**src/hdl/cmso_consts.vh**
```
// constants for the stack, multiply and logic execution slice
// included by every design file of the slice
`ifndef CMSO_CONSTS_VH
`define CMSO_CONSTS_VH
// register map, byte addresses on the ahb-lite bus
`define CMSO_ADDR_ACC      8'h00
`define CMSO_ADDR_IDXL     8'h04
`define CMSO_ADDR_IDXH     8'h08
`define CMSO_ADDR_SP       8'h0c
`define CMSO_ADDR_FLAGS    8'h10
`define CMSO_ADDR_CMD      8'h14
`define CMSO_ADDR_OPND     8'h18
`define CMSO_ADDR_STAT     8'h1c
`define CMSO_ADDR_W        8
// command codes written to the command register
`define CMSO_OP_W          4
`define CMSO_OP_PRODUCT    4'h1
`define CMSO_OP_OR_ACC     4'h2
`define CMSO_OP_FLIP_ACC   4'h3
`define CMSO_OP_FLIP_IDXL  4'h4
`define CMSO_OP_FLIP_MEM   4'h5
`define CMSO_OP_SWAP       4'h6
`define CMSO_OP_PUSH_ACC   4'h7
`define CMSO_OP_PUSH_IDXH  4'h8
`define CMSO_OP_PUSH_IDXL  4'h9
`define CMSO_OP_POP_ACC    4'ha
`define CMSO_OP_POP_IDXH   4'hb
`define CMSO_OP_POP_IDXL   4'hc
// flag register bit positions
`define CMSO_F_C           0
`define CMSO_F_Z           1
`define CMSO_F_N           2
`define CMSO_F_I           3
`define CMSO_F_H           4
`define CMSO_F_V           7
// reset values and the sign-only byte that sets negate overflow
`define CMSO_RST_FLAGS     8'h68
`define CMSO_RST_SP        16'h00ff
`define CMSO_SIGN_ONLY     8'h80
// command register fields
`define CMSO_CMD_GO        8
// multiply takes this many cycles in the iterative unit
`define CMSO_MUL_STEPS     4'h8
`endif

```
**src/hdl/cmso_alu.v**
```verilog
// combinational byte logic: or, negate, nibble swap and the negate overflow and carry flags
// assumes the caller chooses which results to store
`timescale 1ns/10ps
`include "cmso_consts.vh"
module cmso_alu (
   input  wire [7:0] acc,
   input  wire [7:0] opnd,
   input  wire [7:0] flip_src,
   output wire [7:0] or_res,
   output wire [7:0] flip_res,
   output wire       flip_ovf,
   output wire       flip_carry,
   output wire [7:0] swap_res
);
   // RULE3 bitwise inclusive or
   assign or_res     = acc | opnd;
   // RULE12 two's complement, 80 stays put
   assign flip_res   = 8'h00 - flip_src;
   assign flip_ovf   = (flip_src == `CMSO_SIGN_ONLY);
   assign flip_carry = (flip_res != 8'h00);
   // RULE13 exchange the nibbles
   assign swap_res   = {acc[3:0], acc[7:4]};
endmodule // cmso_alu

```
**src/hdl/cmso_core.v**
```verilog
// execution slice: multiply, or, negate, nibble swap, push and pull
// software drives it over ahb-lite; the stack lives in a local array
`timescale 1ns/10ps
`include "cmso_consts.vh"
// Overview of operation
// RULE1 - multiply forms the unsigned 16-bit product of index low and acc.
// RULE2 - product high byte lands in index low, low byte in the acc.
// RULE3 - or sets each acc bit to acc bit or operand bit.
// RULE4 - or clears overflow, copies bit 7 to negative, keeps h, i and c.
// RULE5 - or sets zero exactly when the result byte is zero.
// RULE6 - push writes the byte at the address held in the stack pointer.
// RULE7 - after a push write the stack pointer goes down by one.
// RULE8 - push keeps its source register and every flag unchanged.
// RULE9 - pull first raises the stack pointer then reads there, flags kept.
// RULE10 - pull to acc loads the read byte into the acc.
// RULE11 - pull to index high loads the read byte into index high.
// RULE12 - negate gives two's complement; 80 stays and sets overflow.
// RULE13 - nibble swap exchanges the acc halves and keeps the flags.
module cmso_core #(
   parameter STACK_AW = 8
) (
   input  wire        hclk,
   input  wire        hresetn,
   input  wire        hsel,
   input  wire [31:0] haddr,
   input  wire [1:0]  htrans,
   input  wire        hwrite,
   input  wire [2:0]  hsize,
   input  wire [31:0] hwdata,
   input  wire        hready,
   output reg  [31:0] hrdata,
   output wire        hreadyout,
   output wire        hresp
);
   localparam ST_IDLE = 4'b0001;
   localparam ST_EXEC = 4'b0010;
   localparam ST_MUL  = 4'b0100;
   localparam ST_POP  = 4'b1000;

   localparam STACK_D = 1 << STACK_AW;

   reg [7:0]              acc_q;
   reg [7:0]              idxl_q;
   reg [7:0]              idxh_q;
   reg [7:0]              opnd_q;
   reg [7:0]              flags_q;
   reg [15:0]             sp_q;
   reg [3:0]              op_q;
   reg [3:0]              state_q;
   // the stack wraps within STACK_D bytes; upper pointer bits not decoded
   reg [7:0]              stack_mem [0:STACK_D-1];
   reg [7:0]              pop_byte_q;
   reg                    wr_ph_q;
   reg [`CMSO_ADDR_W-1:0] addr_q;
   reg                    mul_start_q;

   wire [7:0]             or_res;
   wire [7:0]             flip_res;
   wire [7:0]             swap_res;
   wire                   flip_ovf;
   wire                   flip_carry;
   wire [15:0]            product;
   wire                   mul_done;
   wire [7:0]             flip_src;
   wire                   busy;
   wire                   addr_ok;
   wire                   cmd_go;
   wire [STACK_AW-1:0]    sp_idx;
   wire [15:0]            sp_up;

   function is_flip;
      input [3:0] op;
      begin
         is_flip = (op == `CMSO_OP_FLIP_ACC) ||
                   (op == `CMSO_OP_FLIP_IDXL) ||
                   (op == `CMSO_OP_FLIP_MEM);
      end
   endfunction

   function is_push;
      input [3:0] op;
      begin
         is_push = (op == `CMSO_OP_PUSH_ACC) ||
                   (op == `CMSO_OP_PUSH_IDXH) ||
                   (op == `CMSO_OP_PUSH_IDXL);
      end
   endfunction

   function is_pop;
      input [3:0] op;
      begin
         is_pop = (op == `CMSO_OP_POP_ACC) ||
                  (op == `CMSO_OP_POP_IDXH) ||
                  (op == `CMSO_OP_POP_IDXL);
      end
   endfunction

   function is_zero;
      input [7:0] b;
      begin
         is_zero = (b == 8'h00);
      end
   endfunction

   // byte that a push stores, picked from the command code
   function [7:0] push_byte;
      input [3:0] op;
      input [7:0] a;
      input [7:0] h;
      input [7:0] l;
      begin
         case (op)
            `CMSO_OP_PUSH_ACC:  push_byte = a;
            `CMSO_OP_PUSH_IDXH: push_byte = h;
            default:            push_byte = l;
         endcase
      end
   endfunction

   assign flip_src = (op_q == `CMSO_OP_FLIP_ACC)  ? acc_q :
                     (op_q == `CMSO_OP_FLIP_IDXL) ? idxl_q : opnd_q;
   assign busy     = (state_q != ST_IDLE);

   cmso_alu u_alu (
      .acc        (acc_q),
      .opnd       (opnd_q),
      .flip_src   (flip_src),
      .or_res     (or_res),
      .flip_res   (flip_res),
      .flip_ovf   (flip_ovf),
      .flip_carry (flip_carry),
      .swap_res   (swap_res)
   );

   cmso_mult #(.W(8)) u_mult (
      .hclk      (hclk),
      .hresetn   (hresetn),
      .start     (mul_start_q),
      .mcand     (idxl_q),
      .mplier    (acc_q),
      .product_q (product),
      .done_q    (mul_done)
   );

   // bus: zero wait state, always okay
   assign hreadyout = 1'b1;
   assign hresp     = 1'b0;
   assign addr_ok   = hsel & hready & htrans[1];

   always @(posedge hclk or negedge hresetn) begin
      if (!hresetn) begin
         wr_ph_q <= 1'b0;
         addr_q  <= {`CMSO_ADDR_W{1'b0}};
      end else begin
         wr_ph_q <= addr_ok & hwrite;
         if (addr_ok)
            addr_q <= haddr[`CMSO_ADDR_W-1:0];
      end
   end

   // read data registered in the address phase, shown in the data phase
   // a read right behind a write to the same register sees the old value
   always @(posedge hclk or negedge hresetn) begin
      if (!hresetn) begin
         hrdata <= 32'h0;
      end else if (addr_ok & ~hwrite) begin
         case (haddr[`CMSO_ADDR_W-1:0])
            `CMSO_ADDR_ACC:   hrdata <= {24'h0, acc_q};
            `CMSO_ADDR_IDXL:  hrdata <= {24'h0, idxl_q};
            `CMSO_ADDR_IDXH:  hrdata <= {24'h0, idxh_q};
            `CMSO_ADDR_SP:    hrdata <= {16'h0, sp_q};
            `CMSO_ADDR_FLAGS: hrdata <= {24'h0, flags_q};
            `CMSO_ADDR_CMD:   hrdata <= {28'h0, op_q};
            `CMSO_ADDR_OPND:  hrdata <= {24'h0, opnd_q};
            `CMSO_ADDR_STAT:  hrdata <= {31'h0, busy};
            default:          hrdata <= 32'h0;
         endcase
      end
   end

   assign cmd_go = wr_ph_q && (addr_q == `CMSO_ADDR_CMD) && !busy;
   assign sp_idx = sp_q[STACK_AW-1:0];
   assign sp_up  = sp_q + 16'h0001;

   // stack memory write port; no reset, contents are only seen by pulls
   always @(posedge hclk) begin
      // RULE6 byte stored at current stack pointer
      if (state_q == ST_EXEC && is_push(op_q))
         stack_mem[sp_idx] <= push_byte(op_q, acc_q, idxh_q, idxl_q);
   end

   // RULE9 read at the raised pointer sp_up, in the same cycle that raises sp_q
   // the array read costs a cycle, so the pulled byte lands in ST_POP
   always @(posedge hclk or negedge hresetn) begin
      if (!hresetn)
         pop_byte_q <= 8'h00;
      else if (state_q == ST_EXEC && is_pop(op_q))
         pop_byte_q <= stack_mem[sp_up[STACK_AW-1:0]];
   end

   always @(posedge hclk or negedge hresetn) begin
      if (!hresetn) begin
         state_q     <= ST_IDLE;
         acc_q       <= 8'h00;
         idxl_q      <= 8'h00;
         idxh_q      <= 8'h00;
         opnd_q      <= 8'h00;
         op_q        <= 4'h0;
         flags_q     <= `CMSO_RST_FLAGS;
         sp_q        <= `CMSO_RST_SP;
         mul_start_q <= 1'b0;
      end else begin
         mul_start_q <= 1'b0;
         // software writes only while idle; busy writes are dropped
         if (wr_ph_q && !busy) begin
            case (addr_q)
               `CMSO_ADDR_ACC:   acc_q   <= hwdata[7:0];
               `CMSO_ADDR_IDXL:  idxl_q  <= hwdata[7:0];
               `CMSO_ADDR_IDXH:  idxh_q  <= hwdata[7:0];
               `CMSO_ADDR_SP:    sp_q    <= hwdata[15:0];
               `CMSO_ADDR_FLAGS: flags_q <= hwdata[7:0];
               `CMSO_ADDR_OPND:  opnd_q  <= hwdata[7:0];
               `CMSO_ADDR_CMD:   op_q    <= hwdata[`CMSO_OP_W-1:0];
               default: ;
            endcase
         end
         case (state_q)
            ST_IDLE: begin
               if (cmd_go && hwdata[`CMSO_CMD_GO])
                  state_q <= ST_EXEC;
            end
            ST_EXEC: begin
               state_q <= ST_IDLE;
               case (op_q)
                  `CMSO_OP_PRODUCT: begin
                     mul_start_q <= 1'b1;
                     state_q     <= ST_MUL;
                  end
                  `CMSO_OP_OR_ACC: begin
                     acc_q <= or_res;
                     // RULE4 v cleared, n from bit 7
                     flags_q[`CMSO_F_V] <= 1'b0;
                     flags_q[`CMSO_F_N] <= or_res[7];
                     // RULE5 zero on empty result
                     flags_q[`CMSO_F_Z] <= is_zero(or_res);
                  end
                  `CMSO_OP_SWAP: acc_q <= swap_res;
                  `CMSO_OP_PUSH_ACC, `CMSO_OP_PUSH_IDXH,
                  `CMSO_OP_PUSH_IDXL: begin
                     // RULE7 pointer down after write
                     // RULE8 source and flags untouched
                     sp_q <= sp_q - 16'h0001;
                  end
                  `CMSO_OP_POP_ACC, `CMSO_OP_POP_IDXH,
                  `CMSO_OP_POP_IDXL: begin
                     // RULE9 pointer up first
                     sp_q    <= sp_up;
                     state_q <= ST_POP;
                  end
                  default: begin
                     if (is_flip(op_q)) begin
                        // RULE12 store negation and flags
                        if (op_q == `CMSO_OP_FLIP_ACC)
                           acc_q <= flip_res;
                        else if (op_q == `CMSO_OP_FLIP_IDXL)
                           idxl_q <= flip_res;
                        else
                           opnd_q <= flip_res;
                        flags_q[`CMSO_F_V] <= flip_ovf;
                        flags_q[`CMSO_F_N] <= flip_res[7];
                        flags_q[`CMSO_F_Z] <= is_zero(flip_res);
                        flags_q[`CMSO_F_C] <= flip_carry;
                     end
                  end
               endcase
            end
            // iterative multiply: eight adder steps instead of an array
            ST_MUL: begin
               if (mul_done) begin
                  // RULE2 high byte to index low, low byte to acc
                  idxl_q  <= product[15:8];
                  acc_q   <= product[7:0];
                  flags_q[`CMSO_F_H] <= 1'b0;
                  flags_q[`CMSO_F_C] <= 1'b0;
                  state_q <= ST_IDLE;
               end
            end
            ST_POP: begin
               state_q <= ST_IDLE;
               // RULE10 pull into acc
               if (op_q == `CMSO_OP_POP_ACC)
                  acc_q <= pop_byte_q;
               // RULE11 pull into index high
               else if (op_q == `CMSO_OP_POP_IDXH)
                  idxh_q <= pop_byte_q;
               else
                  idxl_q <= pop_byte_q;
            end
            default: state_q <= ST_IDLE;
         endcase
      end
   end
endmodule // cmso_core

```
**src/hdl/cmso_mult.v**
```verilog
// shift-and-add 8x8 unsigned multiplier, one bit per cycle
// assumes start is a one-cycle pulse while idle
`timescale 1ns/10ps
`include "cmso_consts.vh"
module cmso_mult #(
   parameter W = 8
) (
   input  wire           hclk,
   input  wire           hresetn,
   input  wire           start,
   input  wire [W-1:0]   mcand,
   input  wire [W-1:0]   mplier,
   output reg  [2*W-1:0] product_q,
   output reg            done_q
);
   reg [W-1:0]   mplier_q;
   reg [2*W-1:0] mcand_q;
   reg [3:0]     cnt_q;
   reg           busy_q;

   always @(posedge hclk or negedge hresetn) begin
      if (!hresetn) begin
         product_q <= {2*W{1'b0}};
         mcand_q   <= {2*W{1'b0}};
         mplier_q  <= {W{1'b0}};
         cnt_q     <= 4'h0;
         busy_q    <= 1'b0;
         done_q    <= 1'b0;
      end else begin
         done_q <= 1'b0;
         if (start) begin
            product_q <= {2*W{1'b0}};
            mcand_q   <= {{W{1'b0}}, mcand};
            mplier_q  <= mplier;
            cnt_q     <= `CMSO_MUL_STEPS;
            busy_q    <= 1'b1;
         end else if (busy_q) begin
            // RULE1 unsigned partial sums
            if (mplier_q[0])
               product_q <= product_q + mcand_q;
            mcand_q  <= {mcand_q[2*W-2:0], 1'b0};
            mplier_q <= {1'b0, mplier_q[W-1:1]};
            cnt_q    <= cnt_q - 4'h1;
            if (cnt_q == 4'h1) begin
               busy_q <= 1'b0;
               done_q <= 1'b1;
            end
         end
      end
   end
endmodule // cmso_mult

```
**config.mk**
```make
export PLATFORM = sky130hd
export DESIGN_NAME = cmso_core
export DESIGN_NICKNAME = d
export VERILOG_FILES = /design/src/hdl/cmso_alu.v /design/src/hdl/cmso_core.v /design/src/hdl/cmso_mult.v
export VERILOG_INCLUDE_DIRS = /design/src /design/src/hdl
export SDC_FILE = /design/constraint.sdc
export NUM_CORES = 2
export LEC_CHECK = 0
export BUFFER_PORTS_ARGS = -buffer_cell sky130_fd_sc_hd__buf_2
export CAP_MARGIN = 0
export CORE_MARGIN = 2
export CORE_UTILIZATION = 35
export DETAILED_ROUTE_END_ITERATION = 10
export GPL_ROUTABILITY_DRIVEN = 0
export SLEW_MARGIN = 20
export SYNTH_ARGS = -nofsm -noshare
export SYNTH_HDL_FRONTEND = slang
export SYNTH_SLANG_ARGS = --single-unit
```
**constraint.sdc**
```tcl
create_clock -name hclk -period 7.4 [get_ports hclk]
set_input_delay 1.11 -clock hclk [delete_from_list [all_inputs] [get_ports hclk]]
set_output_delay 1.11 -clock hclk [all_outputs]
set_load 0.03 [all_outputs]
```
==> results.py <==
metrics = {
    "outcome": {
        "outcome": "complete, no violations",
    },
    "final_layout": {
        "final_layout_size_suffix_gt1_share_pct": 21.83,
        "layout.filler_cells": 22529,
        "areaGrowthSynthToFinish_pct": 12.14,
        "number_of_nets_in_the_final_layout": 4863,
        "design_area_um2": 99590,
    },
    "detailed_routing": {
        "vias": 45852,
        "met3_wire_length_um": 18170,
        "met1_length_um": 92760,
        "route.top_layer_used": "met5",
        "detail_route.drc_violations": 0,
        "wl_met2_um": 104000,
        "drt_iter0_markers": 5404,
        "post_drt_via_cell_ratio": 5.526,
        "drt_first_pass_iters": 9,
        "detailed_route_wire_length_um": 221200,
        "routedWlPerCell_um": 26.66,
        "antenna_left": 0,
    },
    "cts": {
        "cts_hold_buf": 0,
        "cts_tree": "yes",
        "num_cts_buffers": 212,
        "max-clock-path-buffers": 3,
        "cts_resized": 0,
        "htree_levels": 4,
        "clkLatencyLatePin_ns": 0.85,
        "clockRootBuffer": "sky130_fd_sc_hd__clkbuf_16",
        "post_cts.repair.setup_buffers": 0,
        "cts.sink_count": 2192,
        "worst_path_clk_slew_ns": 0.06,
    },
    "sta": {
        "achievable-frequency_mhz": 195.2,
        "rsz0062_at_grt": "no",
        "worst_clock_skew_ns": 0.05586,
        "timing_worst_slew_pin_value_ns": 1.217,
        "setup_tns_ns": 0,
        "min_period_ns": 5.124,
        "finalSetupViolCount": 0,
        "hold_viol": 0,
        "timing.slew.headroom_pct": 18.23,
        "worst_hold_slack_ns": 0.3170,
        "slew_violations": 0,
        "final.period_utilization_pct": 69.24,
    },
    "global_routing": {
        "first_pass_grt_wire_length_um": 320600,
        "grt_start_max_net_pins": 201,
        "number_of_global_route_vias_before_repair": 45532,
        "gr-usage-all-layers_pct": 16.88,
        "globalRouteOverflowTotal": 0,
        "antenna_found_initial": 9,
    },
    "synthesis": {
        "synthDistinctLibCells": 87,
        "postSynthAreaPerCell_um2": 18.94,
        "number_of_synthesized_flops_with_an_enable_pin": 2048,
        "ys.flop_type": "sky130_fd_sc_hd__edfxtp_1",
        "ys_ff_latch": 2192,
        "synth_cells": 4689,
        "synth_sequential_area_ratio_pct": 73.32,
        "netlist.area_leader.share_pct": 69.25,
        "async_flop_share_pct": 6.569,
        "synth.largest_area_cell": "sky130_fd_sc_hd__edfxtp_1",
        "synth-warning-count": 0,
        "synth_area_um2": 88810,
        "synthTopCellsByArea": "sky130_fd_sc_hd__edfxtp_1, sky130_fd_sc_hd__mux4_2, sky130_fd_sc_hd__dfrtp_1",
    },
    "placement": {
        "dp_hpwl_um": 130800,
        "dpl-instance-area_um2": 92820,
        "io_buffers": 45,
    },
    "power_and_ir_drop": {
        "post-layout-total-power_w": 0.02970,
        "power.density_nw_per_um2": 298.2,
        "vdd.ir_drop.worst_uv": 247.6,
        "power_leakage_nw": 31.56,
    },
    "worst_setup_path": {
        "cell_with_the_largest_stage_delay_on_the_worst_path": "sky130_fd_sc_hd__dfstp_4",
        "path_common_cell": "sky130_fd_sc_hd__mux4_2",
        "critical_path_arrival_ns": 5.80,
        "cp-end-kind": "flop",
        "critical_path_required_time_ns": 8.08,
        "cp-start-kind": "flop",
        "largest_driver_fanout_on_the_critical_path": 99,
        "worstPathCellList": "inv_1, ha_4, buf_12, mux4_2, mux4_2, a32oi_1, and4_1, o2111ai_1",
        "max_stage_delay_ns": 1.07,
        "worst-setup-path-type": "flop to flop",
    },
    "floorplanning": {
        "chipHeight_um": 507.7,
        "width_of_the_die_um": 507.7,
        "design.core.area_um2": 251900,
        "floorplan.die_area_um2": 257800,
        "floorplan.rows": 184,
        "ioPinCount": 108,
        "initial_core_util_pct": 35.26,
    },
    "flow_run": {
        "maxCapViolCount": 0,
    },
    "hold_path": {
        "holdCritPathClass": "input port to async pin",
    },
}
## through the flow
step                      std cells  util (%)  setup slack (ns)
after floorplan                4705         -             2.078
after detailed placement       7898     36.85             2.269
final                          8297     39.54             2.276
after global routing           8290     39.54             2.207
after CTS                      8289     39.52             2.257
after global placement         7898     36.85             2.305
## layout by cell type (no fill, tap or decap), types with 27 or more instances in the layout
cell type,count
sky130_fd_sc_hd__clkinv_1,58
sky130_fd_sc_hd__clkbuf_1,43
sky130_fd_sc_hd__nand4_1,47
sky130_fd_sc_hd__buf_4,77
sky130_fd_sc_hd__nand2_1,371
sky130_fd_sc_hd__nand3_1,101
sky130_fd_sc_hd__a21oi_1,70
sky130_fd_sc_hd__a32oi_1,27
sky130_fd_sc_hd__o21ai_0,81
sky130_fd_sc_hd__buf_2,44
sky130_fd_sc_hd__nor3_1,29
sky130_fd_sc_hd__clkinv_2,40
sky130_fd_sc_hd__nor2_1,356
sky130_fd_sc_hd__clkbuf_16,215
sky130_fd_sc_hd__edfxtp_1,2048
sky130_fd_sc_hd__mux2i_1,100
sky130_fd_sc_hd__dfrtp_1,131
sky130_fd_sc_hd__mux4_2,554
## cell type report
type | count | area (um^2) | share of cell area [%]
Multi-Input combinational cell | 2193 | 22300 | 22.39
Antenna cell | 7 | 17.52 | 0.01759
Clock inverter | 133 | 1185 | 1.190
Tap cell | 3348 | 4189 | 4.206
Clock buffer | 258 | 5542 | 5.564
Inverter | 28 | 105.1 | 0.1055
Sequential cell | 2192 | 65120 | 65.39
Timing Repair Buffer | 138 | 1137 | 1.142
## worst paths after layout
| check | startpoint | to | slack, ns | cells past startpoint |
|---|---|---|---|---|
| min reg2reg | hrdata[12] | hrdata[12] | 0.46 | 2 |
| max | sp_q[0] | pop_byte_q[1] | 2.28 | 8 |
| max reg2reg | sp_q[0] | pop_byte_q[1] | 2.28 | 8 |
| min in group hclk | hrdata[12] | hrdata[12] | 0.46 | 2 |
| min | hresetn | wr_ph_q | 0.32 | 1 |
| max in group asynchronous | hresetn | opnd_q[4] | 5.60 | 2 |
## layer usage
layer  vias to the layer above  global-route usage (%)
met4                         8                   5.083
met5                         -                       0
met1                     24208                   23.84
met2                      1990                   26.33
li1                      19244                       -
met3                       402                   3.483
## kinds of logic after synthesis
family / Yosys count / share of synthesized area, %
xor gates and xnor gates: 29 / 0.2945
adders and majority gates: 24 / 0.3466
muxes: 695 / 15.95
other: 2 / 0.008456
AOI/OAI and AO/OA: 373 / 2.864
and+or+nand+nor: 1054 / 5.326
DFF: 2192 / 73.32
buffers and inverters: 320 / 1.888
## worst max-delay path, delay by kind of cell, from the launching register on
family,cells,cell delay [ns]
adder cells (fa/ha/maj),1,0.80
flip-flops,1,1.07
AND/OR/NAND/NOR,1,0.41
buffers and inverters,2,0.85
AO/OA/AOI/OAI,2,0.61
multiplexers,2,1.01
## synth_stat cells, drive strengths merged, types with 7 or more instances
cell type,count
a21oi,70
a221oi,8
o31ai,9
nor4,12
nor4b,10
a211oi,10
nor3b,9
nor2b,9
or3,7
a21o,15
dfstp,12
edfxtp,2048
nand3,106
a22oi,24
nor2,360
mux2,26
buf,132
o2111ai,8
inv,27
o21ai,83
nand4,47
o22ai,20
xnor2,20
a31oi,16
mux2i,100
and4,17
nor3,32
mux4,569
a222oi,26
ha,23
clkbuf,160
and3,8
o221ai,12
o211ai,20
nand2b,15
dfrtp,132
nand2,391
and2,7
a32oi,27
xor2,9
## power breakdown
part / internal (W) / switching, W / leakage [nW]
Clock: 0.00591 / 0.00465 / 3.28
Sequential: 0.0137 / 0.0000697 / 20.4
Combinational: 0.00189 / 0.00345 / 7.92
Total: 0.0215 / 0.00817 / 31.6
## flip-flops by register name, summed over array words and instances (netlist names), 4 cells and up
| signal | count |
|---|---|
| idxl_q | 8 |
| flags_q | 8 |
| u_mult.product_q | 16 |
| u_mult.mplier_q | 8 |
| stack_mem | 2048 |
| u_mult.cnt_q | 4 |
| op_q | 4 |
| addr_q | 8 |
| sp_q | 16 |
| opnd_q | 8 |
| pop_byte_q | 8 |
| idxh_q | 8 |
| hrdata | 16 |
| u_mult.mcand_q | 16 |
| state_q | 4 |
| acc_q | 8 |
Note: power is estimated with default switching activity, not from simulation.
